`config.mk`:
```
export PLATFORM = sky130hd
export DESIGN_NAME = tpgc_timer
export DESIGN_NICKNAME = d
export VERILOG_FILES = /design/src/pkg/tpgc_pkg.sv /design/src/hw/tpgc_timer.sv
export SDC_FILE = /design/constraint.sdc
export NUM_CORES = 1
export LEC_CHECK = 0
export CAP_MARGIN = 20
export CORE_ASPECT_RATIO = 0.75
export CORE_MARGIN = 2
export CORE_UTILIZATION = 45
export CTS_CLUSTER_SIZE = 24
export DETAILED_ROUTE_END_ITERATION = 8
export DONT_BUFFER_PORTS = 1
export PLACE_DENSITY = 0.56
export SYNTH_ARGS = -nofsm -noshare
export SYNTH_HDL_FRONTEND = slang
export SYNTH_SLANG_ARGS = --single-unit
```
`constraint.sdc`:
```
create_clock -name clk_i -period 2.89 [get_ports clk_i]
set_input_delay 0 -clock clk_i [delete_from_list [all_inputs] [get_ports clk_i]]
set_output_delay 0 -clock clk_i [all_outputs]
set_load 0.01 [all_outputs]
```
`src/pkg/tpgc_pkg.sv`:
```
// Purpose: Shared constants and types for the pulse generator and capture timer.
// Assumes: One 250 MHz clock, classic Wishbone register access with 32-bit data.
// Notes: Every offset, field position, reset value and divider count lives here.
//
// Overview of operation
// - Pulse mode drives a rectangular wave on output pin.
// - Period lasts period+1 ticks, high lasts width+1.
// - Pins sampled per tick; two equal samples accept level.
// - Overflow flag stays set until software clears it.
// - Primary edge copies count into width register, interrupt.
// - Secondary edge copies count into period register, interrupt.
// - Opposite primary edge captures into period register.
// - Edge select: 00 fall, 01 rise, 10 none, 11 both.
// - Period match clears counter and raises period interrupt.
package tpgc_pkg;

  // Register byte offsets on the Wishbone bus.
  localparam logic [7:0] TPGC_OFF_MODE = 8'h00;
  localparam logic [7:0] TPGC_OFF_CAPCMP = 8'h04;
  localparam logic [7:0] TPGC_OFF_PERIOD = 8'h08;
  localparam logic [7:0] TPGC_OFF_WIDTH = 8'h0C;
  localparam logic [7:0] TPGC_OFF_OUTCTL = 8'h10;
  localparam logic [7:0] TPGC_OFF_PRESC = 8'h14;
  localparam logic [7:0] TPGC_OFF_COUNT = 8'h18;
  localparam logic [7:0] TPGC_OFF_STATUS = 8'h1C;
  localparam logic [7:0] TPGC_OFF_MASK = 8'h20;

  // Field positions inside the control registers.
  localparam int TPGC_CC_PERIOD_CAP = 0;
  localparam int TPGC_CC_PERIOD_INV = 1;
  localparam int TPGC_CC_WIDTH_CAP = 2;
  localparam int TPGC_OC_OUT_EN = 0;
  localparam int TPGC_OC_TOGGLE = 4;
  localparam int TPGC_PR_CLK_LO = 0;
  localparam int TPGC_PR_PRIM_LO = 4;
  localparam int TPGC_PR_SEC_LO = 6;

  // Reset values and the counter maximum.
  localparam logic [15:0] TPGC_RST_REG16 = 16'h0000;
  localparam logic [7:0] TPGC_RST_REG8 = 8'h00;
  localparam logic [2:0] TPGC_RST_REG3 = 3'h0;
  localparam logic [15:0] TPGC_CNT_MAX = 16'hFFFF;

  // Count clock selection and the divide ratio of each choice.
  localparam logic [1:0] TPGC_CLK_DIV1 = 2'h0;
  localparam logic [1:0] TPGC_CLK_DIV16 = 2'h1;
  localparam logic [1:0] TPGC_CLK_DIV64 = 2'h2;
  localparam logic [6:0] TPGC_DIV1_COUNT = 7'h01;
  localparam logic [6:0] TPGC_DIV16_COUNT = 7'h10;
  localparam logic [6:0] TPGC_DIV64_COUNT = 7'h40;

  // Edge selection codes.
  localparam logic [1:0] TPGC_EDGE_FALL = 2'h0;
  localparam logic [1:0] TPGC_EDGE_RISE = 2'h1;
  localparam logic [1:0] TPGC_EDGE_NONE = 2'h2;
  localparam logic [1:0] TPGC_EDGE_BOTH = 2'h3;

  // Operating modes of the counter.
  typedef enum logic [1:0] {
    TPGC_MODE_STOP = 2'b00,
    TPGC_MODE_FREE = 2'b01,
    TPGC_MODE_CLEAR = 2'b10
  } tpgc_mode_t;

  // Interrupt status and mask layout.
  typedef struct packed {
    logic ovf;
    logic width;
    logic period;
  } tpgc_irq_t;

endpackage

```
`src/hw/tpgc_timer.sv`:
```
// Purpose: 16-bit timer channel with pulse output and pulse width capture.
// Assumes: Pins are synchronous to clk_i; software follows the setup orders.
// Notes: Counter, pin samples and captures change on ticks from the internal prescaler; bus writes act on any clock.
`timescale 1ns/1ns
module tpgc_timer (
  // Clock and reset.
  input wire logic clk_i,
  input wire logic rst_i,
  // Wishbone slave.
  input wire logic wb_cyc_i,
  input wire logic wb_stb_i,
  input wire logic wb_we_i,
  input wire logic [7:0] wb_adr_i,
  input wire logic [3:0] wb_sel_i,
  input wire logic [31:0] wb_dat_i,
  output logic [31:0] wb_dat_o,
  output logic wb_ack_o,
  // Timer pins.
  input wire logic primary_capture_pin_i,
  input wire logic secondary_capture_pin_i,
  output logic timer_output_pin_o,
  // Interrupt.
  output logic irq_o
);

  // Merges a bus write into a 16-bit register, honouring the two low byte lanes.
  function automatic logic [15:0] merge16(input logic [15:0] old, input logic [31:0] dat,
                                          input logic [3:0] sel);
    merge16 = old;
    if (sel[0])
    begin
      merge16[7:0] = dat[7:0];
    end
    if (sel[1])
    begin
      merge16[15:8] = dat[15:8];
    end
  endfunction

  // Decides whether a filtered edge matches a two-bit edge selection.
  function automatic logic edge_hit(input logic [1:0] sel, input logic rise, input logic fall);
    case (sel)
      tpgc_pkg::TPGC_EDGE_FALL: edge_hit = fall;
      tpgc_pkg::TPGC_EDGE_RISE: edge_hit = rise;
      tpgc_pkg::TPGC_EDGE_BOTH: edge_hit = rise | fall;
      default: edge_hit = 1'b0;
    endcase
  endfunction

  tpgc_pkg::tpgc_mode_t mode_control_reg;
  logic [2:0] capcmp_control_reg;
  logic [15:0] period_compare_reg;
  logic [15:0] width_compare_reg;
  logic [7:0] output_control_reg;
  logic [7:0] prescaler_edge_reg;
  logic [15:0] up_counter;
  tpgc_pkg::tpgc_irq_t irq_status;
  tpgc_pkg::tpgc_irq_t irq_mask;
  logic [6:0] div_cnt;
  logic [1:0] pin_samp;
  logic [1:0] pin_level;
  logic out_level;
  logic ack;
  logic [31:0] rd_data;

  // Bus decode; a write lands on the edge where the master sees ack.
  wire bus_req = wb_cyc_i & wb_stb_i;
  wire bus_wr = bus_req & wb_we_i & ack;
  wire wr_mode = bus_wr && (wb_adr_i == tpgc_pkg::TPGC_OFF_MODE);
  wire wr_capcmp = bus_wr && (wb_adr_i == tpgc_pkg::TPGC_OFF_CAPCMP);
  wire wr_period = bus_wr && (wb_adr_i == tpgc_pkg::TPGC_OFF_PERIOD);
  wire wr_width = bus_wr && (wb_adr_i == tpgc_pkg::TPGC_OFF_WIDTH);
  wire wr_outctl = bus_wr && (wb_adr_i == tpgc_pkg::TPGC_OFF_OUTCTL);
  wire wr_presc = bus_wr && (wb_adr_i == tpgc_pkg::TPGC_OFF_PRESC);
  wire wr_status = bus_wr && (wb_adr_i == tpgc_pkg::TPGC_OFF_STATUS);
  wire wr_mask = bus_wr && (wb_adr_i == tpgc_pkg::TPGC_OFF_MASK);

  // Read selection; unmapped offsets answer with zero.
  logic [31:0] rd_sel;
  always_comb
  begin
    case (wb_adr_i)
      tpgc_pkg::TPGC_OFF_MODE: rd_sel = {30'h0, mode_control_reg};
      tpgc_pkg::TPGC_OFF_CAPCMP: rd_sel = {29'h0, capcmp_control_reg};
      tpgc_pkg::TPGC_OFF_PERIOD: rd_sel = {16'h0, period_compare_reg};
      tpgc_pkg::TPGC_OFF_WIDTH: rd_sel = {16'h0, width_compare_reg};
      tpgc_pkg::TPGC_OFF_OUTCTL: rd_sel = {24'h0, output_control_reg};
      tpgc_pkg::TPGC_OFF_PRESC: rd_sel = {24'h0, prescaler_edge_reg};
      tpgc_pkg::TPGC_OFF_COUNT: rd_sel = {16'h0, up_counter};
      tpgc_pkg::TPGC_OFF_STATUS: rd_sel = {29'h0, irq_status};
      tpgc_pkg::TPGC_OFF_MASK: rd_sel = {29'h0, irq_mask};
      default: rd_sel = 32'h0;
    endcase
  end

  // Field views of the control registers.
  wire running = (mode_control_reg != tpgc_pkg::TPGC_MODE_STOP);
  wire pulse_mode = (mode_control_reg == tpgc_pkg::TPGC_MODE_CLEAR);
  wire free_mode = (mode_control_reg == tpgc_pkg::TPGC_MODE_FREE);
  wire [1:0] clk_sel = prescaler_edge_reg[tpgc_pkg::TPGC_PR_CLK_LO +: 2];
  wire [1:0] prim_sel = prescaler_edge_reg[tpgc_pkg::TPGC_PR_PRIM_LO +: 2];
  wire [1:0] sec_sel = prescaler_edge_reg[tpgc_pkg::TPGC_PR_SEC_LO +: 2];
  wire toggle_en = output_control_reg[tpgc_pkg::TPGC_OC_TOGGLE];
  wire out_en = output_control_reg[tpgc_pkg::TPGC_OC_OUT_EN];

  // Count clock; the reserved selection falls back to the full rate.
  wire [6:0] div_ratio = (clk_sel == tpgc_pkg::TPGC_CLK_DIV16) ? tpgc_pkg::TPGC_DIV16_COUNT :
                         (clk_sel == tpgc_pkg::TPGC_CLK_DIV64) ? tpgc_pkg::TPGC_DIV64_COUNT :
                         tpgc_pkg::TPGC_DIV1_COUNT;
  wire [6:0] div_last = div_ratio - 7'h01;
  wire tick = running && (div_cnt == div_last);

  // Noise filter: a level is taken only when two tick samples agree.
  wire [1:0] pin_now = {secondary_capture_pin_i, primary_capture_pin_i};
  wire [1:0] pin_stable = pin_now & pin_samp | ~pin_now & ~pin_samp;
  wire [1:0] pin_rise = {2{tick}} & pin_stable & pin_now & ~pin_level;
  wire [1:0] pin_fall = {2{tick}} & pin_stable & ~pin_now & pin_level;

  // Capture triggers, only in free-running measurement.
  wire prim_hit = edge_hit(prim_sel, pin_rise[0], pin_fall[0]);
  wire prim_inv_hit = edge_hit(prim_sel, pin_fall[0], pin_rise[0]);
  wire sec_hit = edge_hit(sec_sel, pin_rise[1], pin_fall[1]);
  wire cap_width = free_mode && capcmp_control_reg[tpgc_pkg::TPGC_CC_WIDTH_CAP] && prim_hit;
  wire per_cap_on = free_mode && capcmp_control_reg[tpgc_pkg::TPGC_CC_PERIOD_CAP];
  wire per_inv = capcmp_control_reg[tpgc_pkg::TPGC_CC_PERIOD_INV];
  wire cap_sec = per_cap_on && !per_inv && sec_hit;
  wire cap_inv = per_cap_on && per_inv && prim_inv_hit;
  wire cap_period = cap_sec | cap_inv;

  // Compare matches in clear-on-match mode; overflow in any running mode.
  wire period_match = pulse_mode && tick && (up_counter == period_compare_reg);
  wire width_match = pulse_mode && tick && (up_counter == width_compare_reg);
  wire overflow = tick && (up_counter == tpgc_pkg::TPGC_CNT_MAX);

  // Events; the opposite-edge capture raises no interrupt of its own.
  tpgc_pkg::tpgc_irq_t irq_set;
  assign irq_set = {overflow, width_match | cap_width, period_match | cap_sec};
  wire [2:0] irq_clr = wr_status && wb_sel_i[0] ? wb_dat_i[2:0] : 3'h0;

  // Bus slave: one wait state, ack is dropped in the cycle after it was given.
  always_ff @(posedge clk_i)
  begin
    if (rst_i)
    begin
      ack <= 1'b0;
      rd_data <= 32'h0;
    end
    else
    begin
      ack <= bus_req & ~ack;
      rd_data <= rd_sel;
    end
  end
  assign wb_ack_o = ack;
  assign wb_dat_o = rd_data;

  // Control registers written by software.
  always_ff @(posedge clk_i)
  begin
    if (rst_i)
    begin
      mode_control_reg <= tpgc_pkg::TPGC_MODE_STOP;
      capcmp_control_reg <= tpgc_pkg::TPGC_RST_REG3;
      output_control_reg <= tpgc_pkg::TPGC_RST_REG8;
      prescaler_edge_reg <= tpgc_pkg::TPGC_RST_REG8;
      irq_mask <= tpgc_pkg::TPGC_RST_REG3;
    end
    else
    begin
      if (wr_mode && wb_sel_i[0])
      begin
        mode_control_reg <= tpgc_pkg::tpgc_mode_t'(wb_dat_i[1:0]);
      end
      if (wr_capcmp && wb_sel_i[0])
      begin
        capcmp_control_reg <= wb_dat_i[2:0];
      end
      if (wr_outctl && wb_sel_i[0])
      begin
        output_control_reg <= wb_dat_i[7:0];
      end
      if (wr_presc && wb_sel_i[0])
      begin
        prescaler_edge_reg <= wb_dat_i[7:0];
      end
      if (wr_mask && wb_sel_i[0])
      begin
        irq_mask <= wb_dat_i[2:0];
      end
    end
  end

  // Compare registers double as capture registers; a capture beats a write
  // in the same cycle so a measured edge is never lost.
  always_ff @(posedge clk_i)
  begin
    if (rst_i)
    begin
      period_compare_reg <= tpgc_pkg::TPGC_RST_REG16;
      width_compare_reg <= tpgc_pkg::TPGC_RST_REG16;
    end
    else
    begin
      if (cap_period)
      begin
        period_compare_reg <= up_counter;
      end
      else if (wr_period)
      begin
        period_compare_reg <= merge16(period_compare_reg, wb_dat_i, wb_sel_i);
      end
      if (cap_width)
      begin
        width_compare_reg <= up_counter;
      end
      else if (wr_width)
      begin
        width_compare_reg <= merge16(width_compare_reg, wb_dat_i, wb_sel_i);
      end
    end
  end

  // Prescaler and counter; stopping holds both at zero.
  always_ff @(posedge clk_i)
  begin
    if (rst_i || !running)
    begin
      div_cnt <= 7'h00;
      up_counter <= tpgc_pkg::TPGC_RST_REG16;
    end
    else
    begin
      div_cnt <= tick ? 7'h00 : div_cnt + 7'h01;
      if (period_match)
      begin
        up_counter <= 16'h0000;
      end
      else if (tick)
      begin
        up_counter <= up_counter + 16'h0001;
      end
    end
  end

  // Pin samples and accepted levels; a high pin after reset reads as a rise.
  always_ff @(posedge clk_i)
  begin
    if (rst_i)
    begin
      pin_samp <= 2'h0;
      pin_level <= 2'h0;
    end
    else if (tick)
    begin
      pin_samp <= pin_now;
      pin_level <= (pin_level & ~pin_stable) | (pin_now & pin_stable);
    end
  end

  // Output level: it idles active so a start begins a period high; the width
  // match drops it and the period match raises it again.
  always_ff @(posedge clk_i)
  begin
    if (rst_i || !pulse_mode)
    begin
      out_level <= 1'b1;
    end
    else if (period_match)
    begin
      out_level <= 1'b1;
    end
    else if (width_match && toggle_en)
    begin
      out_level <= 1'b0;
    end
  end
  assign timer_output_pin_o = out_en & pulse_mode & out_level;

  // Sticky status, write one to clear, a new event beats the clear.
  always_ff @(posedge clk_i)
  begin
    if (rst_i)
    begin
      irq_status <= tpgc_pkg::TPGC_RST_REG3;
    end
    else
    begin
      irq_status <= (irq_status & ~irq_clr) | irq_set;
    end
  end
  assign irq_o = |(irq_status & irq_mask);

  // Checker copy of the primary pin at the previous tick, kept apart from the filter
  // so that a broken filter cannot vouch for itself.
  logic prim_last_tick;
  always_ff @(posedge clk_i)
  begin
    if (rst_i)
    begin
      prim_last_tick <= 1'b0;
    end
    else if (tick)
    begin
      prim_last_tick <= primary_capture_pin_i;
    end
  end
endmodule

```
==> out/qor.csv, run 1 <==
stage,metric,value,unit
synth,Synth warnings,0,
drt,final routed DRC violation total,0,
sta,unrepaired setup endpoints after global routing,false,
place,sum of net half-perimeters after detailed placement,11800,um
critical_path,top cell family by delay on the critical path,simple AND/OR/NAND/NOR gates,
global_routing,via count of the first global-routing pass,4847,
sta,slew at the pin with the worst max-slew slack,861,ps
critical_path,Critical Path RT,3130,ps
place,global placer's final weighted congestion,0.862,
clock_network,cell at the root of the clock tree,sky130_fd_sc_hd__clkbuf_16,
sta,number of max-slew violations in the final report,0,
synth,fraction of registers with async set or reset after synthesis,0,%
drt,vias per std cell,6.14,
place,number of buffers added on ports,0,
critical_path,signal arrival time at the worst endpoint,2910,ps
pwr,Sw Pwr,0.000600,W
clock_network,Num CTS Buffers,9,
synth,main area contributors after synthesis,"sky130_fd_sc_hd__dfxtp_1 (36%), sky130_fd_sc_hd__mux2i_1 (6.2%), sky130_fd_sc_hd__nor2_1 (4.4%)",
run,number of max-capacitance violations reported,0,
synth,register bit total from synthesis,104,
synth,"EDFF count, synth",0,
drt,vias after detailed routing,5085,
drt,DRC marker count from the first detailed-route iteration,570,
critical_path,buffering stage count on the worst path with inverters included,2,
final_layout,Diodes inserted,0,
global_routing,Congestion Overflow GR,0,
sta,normalized max-slew margin,42.6,%
sta,"Worst Setup Slack, final",220,ps
global_routing,antenna violations before repair,1,
synth,library cell with the highest instance count after synthesis,sky130_fd_sc_hd__dfxtp_1,
critical_path,highest cell delay on the worst timing path,660,ps
critical_path,category of the critical setup timing path,input pin to register,
place,setup slack after placement,540,ps
global_routing,Total Routing Usage GR,25.8,%
final_layout,layout-stage area growth over the synthesis result,11.6,%
synth,top cell type by total area after synthesis,sky130_fd_sc_hd__dfxtp_1,
pwr,worst-case vdd ir drop,0.324,mV
critical_path,"critical path, cell by cell",dlygate4sd3_1 > nor3_1 > and3_1 > nand2_1 > nand2_1 > a21oi_1 > dlygate4sd3_1,
critical_path,Critical Path Fanout Max,10,
clock_network,number of levels in the clock H-tree,3,
pwr,switching power as a share of total power,20.3,%
drt,Post-DRT Antenna Nets,0,
place,instance count after placement with tap cells included,785,
pwr,Clock power frac,47.6,%
global_routing,maximum number of pins on one net before global-route repair,67,
synth,unique cell type count in the Yosys netlist,65,
synth,synthesized area divided by synthesized cell count,8.79,sq um
critical_path,crit end category,register,
synth,Post-Synthesis Cells,657,
sta,number of hold violations in the final report,0,
clock_network,buffers inserted by post-CTS timing repair,0,
global_routing,wire length of the first global-routing pass,27000,um
clock_network,clock tree buffer depth,2,
floorplanning,horizontal extent of the die,135,um
floorplanning,standard cell core area,0.0124,sq mm
sta,aggregate negative setup slack,0,ps
floorplanning,# rows,35,
drt,total routed wirelength,17500,um
final_layout,post-route cell area,0.00644,sq mm
synth,sequential share of the synthesized area,36.1,%
final_layout,non-filler cells in the finished layout,828,
sta,top achievable clock speed,375,MHz
place,dpl cell area,0.00581,sq mm
sta,worst-case clock skew,9.02,ps
synth,cell area after synthesis,0.00577,sq mm
floorplanning,vertical extent of the die,102,um
min_path,HP Class,input pin to register,
pwr,cell-internal power,0.00235,W
sta,final count of negative-setup-slack endpoints,0,
floorplanning,ports placed on the boundary,86,
clock_network,clock transition time at the flip-flop clock pins of the worst setup and hold paths,70,ps
pwr,part of the power in registers,48.6,%
critical_path,Startpoint Class,input pin,
pwr,Leak Pwr,2.51,nW
final_layout,nets@finish,713,
drt,number of detailed-route iterations in the first pass,5,
synth,top post-synthesis cells by count,"sky130_fd_sc_hd__dfxtp_1 (104), sky130_fd_sc_hd__nor2_1 (68), sky130_fd_sc_hd__a21oi_1 (47)",
clock_network,"Clk Latency, worst-skew pair",360,ps
synth,Synth Flop Type,sky130_fd_sc_hd__dfxtp_1,
pwr,Logic pwr share,3.7,%
sta,period utilization,92.4,%
pwr,post-layout power,0.00295,W
clock_network,Sink Count,104,
pwr,power density over the cells,457,mW/mm^2
critical_path,highest-delay cell along the critical path,sky130_fd_sc_hd__nor3_1,
floorplanning,full die area,0.0138,sq mm
clock_network,TritonCTS clock tree,built,
drt,detailed-route wire length per cell,21.1,um
outcome,outcome,completed,
sta,fin crit period,2670,ps
floorplanning,effective utilization at floorplan,46.6,%
final_layout,share of post-route cells with drive strength above 1,13.9,%
synth,share of the synthesized area in the top cell type,36.1,%
[final timing paths]
| check | slack [ps] | depth (start not counted) | endpoint | from |
|---|---|---|---|---|
| setup / recovery | 220 | 7 | output_control_reg[0]$_SDFFE_PP0P_ | wb_adr_i[7] |
| hold / removal | 20 | 3 | wb_dat_o[2]$_SDFF_PP0_ | wb_adr_i[1] |
| setup reg to reg | 540 | 9 | up_counter[12]$_SDFFE_PP0P_ | prescaler_edge_reg[0]$_SDFFE_PP0P_ |
| hold reg to reg | 460 | 2 | output_control_reg[1]$_SDFFE_PP0P_ | output_control_reg[1]$_SDFFE_PP0P_ |
[cell type report]
class,count,area [sq um]
multi-input cells,494,3370
flip-flops and latches,104,2080
repair buffers,47,440
clock inverters,3,90.1
fillers,1182,5950
clock buffers,12,246
well taps,166,208
inverters,2,7.51
[metal layers]
layer	up-vias	GRT usage (%)	share of wire [%]
li1	2354	-	-
met1	2517	36.9	47
met2	199	39.2	44
met3	15	5.80	7.8
met4	0	7.21	0.89
met5	-	0	0
[layout by cell type (no fill, tap or decap), types with 16 or more instances in the layout]
cell type / n
sky130_fd_sc_hd__buf_4: 19
sky130_fd_sc_hd__xor2_1: 21
sky130_fd_sc_hd__xnor2_1: 29
sky130_fd_sc_hd__dfxtp_1: 104
sky130_fd_sc_hd__mux2i_1: 36
sky130_fd_sc_hd__nor2_1: 68
sky130_fd_sc_hd__conb_1: 16
sky130_fd_sc_hd__nand2_1: 42
sky130_fd_sc_hd__dlygate4sd3_1: 27
sky130_fd_sc_hd__mux2_2: 20
sky130_fd_sc_hd__nand3_1: 40
sky130_fd_sc_hd__a21oi_1: 47
[logic make-up (layout without fill, tap and decap cells)]
logic type / count (synthesis) / count (layout) / synth area share, %
simple gates: 236 / 236 / 21.7
compound gates: 130 / 130 / 16.6
flops: 104 / 104 / 36.1
buf+inv: 74 / 64 / 6.52
mux: 58 / 58 / 10.6
xor+xnor: 50 / 50 / 7.59
fa+ha+maj: 4 / 4 / 0.867
other cells: 1 / 16 / 0.0650
[power by group through the flow]
stage | registers (W) | logic (W) | clock network [W]
final | 0.00143 | 0.000109 | 0.00140
after CTS | 0.00143 | 0.000107 | 0.00143
after detailed placement | 0.00147 | 0.0000429 | 0
after global routing | 0.00143 | 0.000115 | 0.00147
after global placement | 0.00147 | 0.0000424 | 0
after floorplan | 0.00147 | 0.0000736 | 0
[worst min-delay path, stage by stage]
cell and delay (ps):
sky130_fd_sc_hd__nor4b_1 40, sky130_fd_sc_hd__a32oi_1 200, sky130_fd_sc_hd__a21oi_1 90
[through the flow]
step,hold WS [ps],util [%]
5_1_grt,49.8,52.0
3_5_place_dp,75.3,46.9
3_3_place_gp,75.9,46.9
6_report,16.2,52.0
2_1_floorplan,118,-
4_1_cts,0.834,52.0
[repair_timing]
| action | in CTS | in global routing |
|---|---|---|
| hold buffers | 28 | 0 |
| endpoints found under the hold margin | 75 | 0 |
| resized for setup | 0 | 0 |
(Power assumes the default switching activity.)
==> run 2, diff against run 1 <==
CELL_PAD_IN_SITES_DETAIL_PLACEMENT = 1   (was unset)
CELL_PAD_IN_SITES_GLOBAL_PLACEMENT = 2   (was unset)
CORE_UTILIZATION = 39   (was 45)
PLACE_DENSITY = 0.76   (was 0.56)
==> out/qor.csv, run 2 (synthesized netlist as in run 1, its figures left out) <==
stage,metric,value,unit,change
outcome,outcome,completed,,unchanged
drt,vias per std cell,5.98,,was 6.14
floorplanning,vertical extent of the die,109,um,was 102 um
pwr,Leak Pwr,2.48,nW,was 2.51 nW
min_path,Min-Delay Path Depth,2,,was 3
final_layout,nets@finish,712,,was 713
critical_path,category of the critical setup timing path,register to register,,was input pin to register
global_routing,maximum number of pins on one net before global-route repair,67,,unchanged
drt,total length of routed met3 wires,1230,um,was 1360 um
final_layout,non-filler cells in the finished layout,861,,was 828
global_routing,Congestion Overflow GR,0,,unchanged
sta,slew at the pin with the worst max-slew slack,928,ps,was 861 ps
floorplanning,# rows,38,,was 35
critical_path,Critical Path RT,3190,ps,was 3130 ps
critical_path,crit end category,register,,unchanged
drt,Met2 Routed Length,8540,um,was 7760 um
clock_network,buffers inserted by post-CTS timing repair,0,,unchanged
place,instance count after placement with tap cells included,822,,was 785
sta,normalized max-slew margin,38.1,%,was 42.6%
clock_network,"Clk Latency, worst-skew pair",360,ps,about the same
run,number of max-capacitance violations reported,0,,unchanged
sta,number of hold violations in the final report,0,,unchanged
place,sum of net half-perimeters after detailed placement,13400,um,was 11800 um
critical_path,signal arrival time at the worst endpoint,2990,ps,was 2910 ps
clock_network,TritonCTS clock tree,built,,unchanged
global_routing,Total Routing Usage GR,25.6,%,was 25.8%
sta,period utilization,93.2,%,was 92.4%
clock_network,clock tree buffer depth,2,,unchanged
clock_network,number of levels in the clock H-tree,3,,unchanged
global_routing,via count of the first global-routing pass,5032,,was 4847
sta,number of max-slew violations in the final report,0,,unchanged
sta,final count of negative-setup-slack endpoints,0,,unchanged
drt,Post-DRT Antenna Nets,0,,unchanged
clock_network,post-cts resize count,0,,unchanged
final_layout,"top library cells by usage in the layout, fill and taps aside","sky130_fd_sc_hd__dfxtp_1 (104), sky130_fd_sc_hd__nor2_1 (68), sky130_fd_sc_hd__a21oi_1 (47)",,unchanged
clock_network,cell at the root of the clock tree,sky130_fd_sc_hd__clkbuf_16,,unchanged
floorplanning,horizontal extent of the die,144,um,was 135 um
final_layout,layout-stage area growth over the synthesis result,11.1,%,was 11.6%
drt,top sig layer,met4,,unchanged
clock_network,Sink Count,104,,unchanged
drt,number of detailed-route iterations in the first pass,5,,unchanged
critical_path,FF-to-FF path depth,9,,unchanged
final_layout,share of post-route cells with drive strength above 1,14.7,%,was 13.9%
drt,vias after detailed routing,5147,,was 5085
floorplanning,full die area,0.0158,sq mm,was 0.0138 sq mm
sta,aggregate negative setup slack,0,ps,unchanged
final_layout,Diodes inserted,0,,unchanged
pwr,power density over the cells,426,mW/mm^2,was 457 mW/mm^2
final_layout,end-of-flow core utilization,44.4,%,was 52.0%
floorplanning,ports placed on the boundary,86,,unchanged
drt,detailed-route wire length per cell,22.6,um,was 21.1 um
pwr,worst-case vdd ir drop,0.262,mV,was 0.324 mV
floorplanning,effective utilization at floorplan,39.9,%,was 46.6%
place,number of buffers added on ports,0,,unchanged
drt,final routed DRC violation total,0,,unchanged
min_path,HP Class,input pin to register,,unchanged
drt,wire length the detailed router placed on met1,9350,um,was 8190 um
clock_network,clock transition time at the flip-flop clock pins of the worst setup and hold paths,70,ps,about the same
place,global placer's final weighted congestion,0.837,,was 0.862
critical_path,Critical Path Fanout Max,14,,was 10
sta,unrepaired setup endpoints after global routing,false,,unchanged
drt,total routed wirelength,19500,um,was 17500 um
sta,worst-case clock skew,11.9,ps,was 9.02 ps
floorplanning,standard cell core area,0.0145,sq mm,was 0.0124 sq mm
sta,top achievable clock speed,371,MHz,was 375 MHz
critical_path,Startpoint Class,register,,was input pin
sta,fin crit period,2690,ps,was 2670 ps
final_layout,final-layout fill cell count,1700,,was 1182
clock_network,Num CTS Buffers,9,,unchanged
drt,DRC marker count from the first detailed-route iteration,448,,was 570
global_routing,antenna violations before repair,0,,was 1
final_layout,"most common cell after layout, fill and taps aside",sky130_fd_sc_hd__dfxtp_1,,unchanged
global_routing,wire length of the first global-routing pass,30000,um,was 27000 um
==> run 2: cell types whose count changed in the layout (fill, tap and decap cells not counted) <==
cell / change
sky130_fd_sc_hd__o21bai_2: +1
sky130_fd_sc_hd__buf_4: +3
sky130_fd_sc_hd__clkbuf_8: +1
sky130_fd_sc_hd__clkinv_2: +2
sky130_fd_sc_hd__o21bai_1: -1
sky130_fd_sc_hd__clkbuf_1: -1
sky130_fd_sc_hd__bufinv_16: -3
sky130_fd_sc_hd__dlygate4sd3_1: -4
sky130_fd_sc_hd__clkinvlp_4: +1
==> run 2: metal layers <==
layer / up-vias / track usage, %
met5: - / 0
met4: 0 / 6.17
met1: 2570 / 36.7
met2: 191 / 39.1
met3: 23 / 5.79
li1: 2363 / -
==> run 2: worst paths after layout <==
path | start | endpoint | slack (ps)
min reg2reg | prescaler_edge_reg[2]$_SDFFE_PP0P_ | prescaler_edge_reg[2]$_SDFFE_PP0P_ | 460
max reg2reg | prescaler_edge_reg[0]$_SDFFE_PP0P_ | register | 200
max | prescaler_edge_reg[0]$_SDFFE_PP0P_ | register | 200
min | rst_i | prescaler_edge_reg[1]$_SDFFE_PP0P_ | 6
==> run 2: worst max-delay path, stage by stage, from the launching register on <==
cell	delay [ps]
sky130_fd_sc_hd__dfxtp_1	370
sky130_fd_sc_hd__inv_1	80
sky130_fd_sc_hd__ha_1	240
sky130_fd_sc_hd__xnor2_1	210
sky130_fd_sc_hd__mux2i_2	320
sky130_fd_sc_hd__buf_4	270
sky130_fd_sc_hd__or3_1	340
sky130_fd_sc_hd__nand2_1	100
sky130_fd_sc_hd__a31oi_1	160
sky130_fd_sc_hd__dlygate4sd3_1	560
==> run 2: where the power goes <==
part	leakage, nW	switching (W)	internal (W)
clock network	0.134	0.000565	0.000625
registers	0.837	0.000000738	0.00143
logic	1.51	0.0000618	0.0000452
==> run 2: final cells by class <==
cell class	count	area, sq um	area share [%]
clock buffer	12	256	4.00
inverter	2	7.51	0.117
timing repair buffer	46	423	6.60
sequential	104	2080	32.5
tap	200	250	3.90
clock inverter	3	17.5	0.273
multi-input combinational	494	3370	52.6
==> run 2: through the flow <==
step                      power [W]  setup WS [ps]  cell area [sq um]  hold WS, ps
after global placement      0.00151            448               5880         74.8
after detailed placement    0.00151            417               5880         76.9
after floorplan             0.00154            750               5830          118
after global routing        0.00281           25.7               6410         23.6
after CTS                   0.00275            210               6410         1.40
final                       0.00273            196               6410         5.93
==> run 2: timing repair <==
| item | in CTS | in global routing |
|---|---|---|
| endpoints found under the hold margin | 75 | 0 |
| hold buffers | 24 | 0 |
| setup endpoints to repair | 0 | 0 |
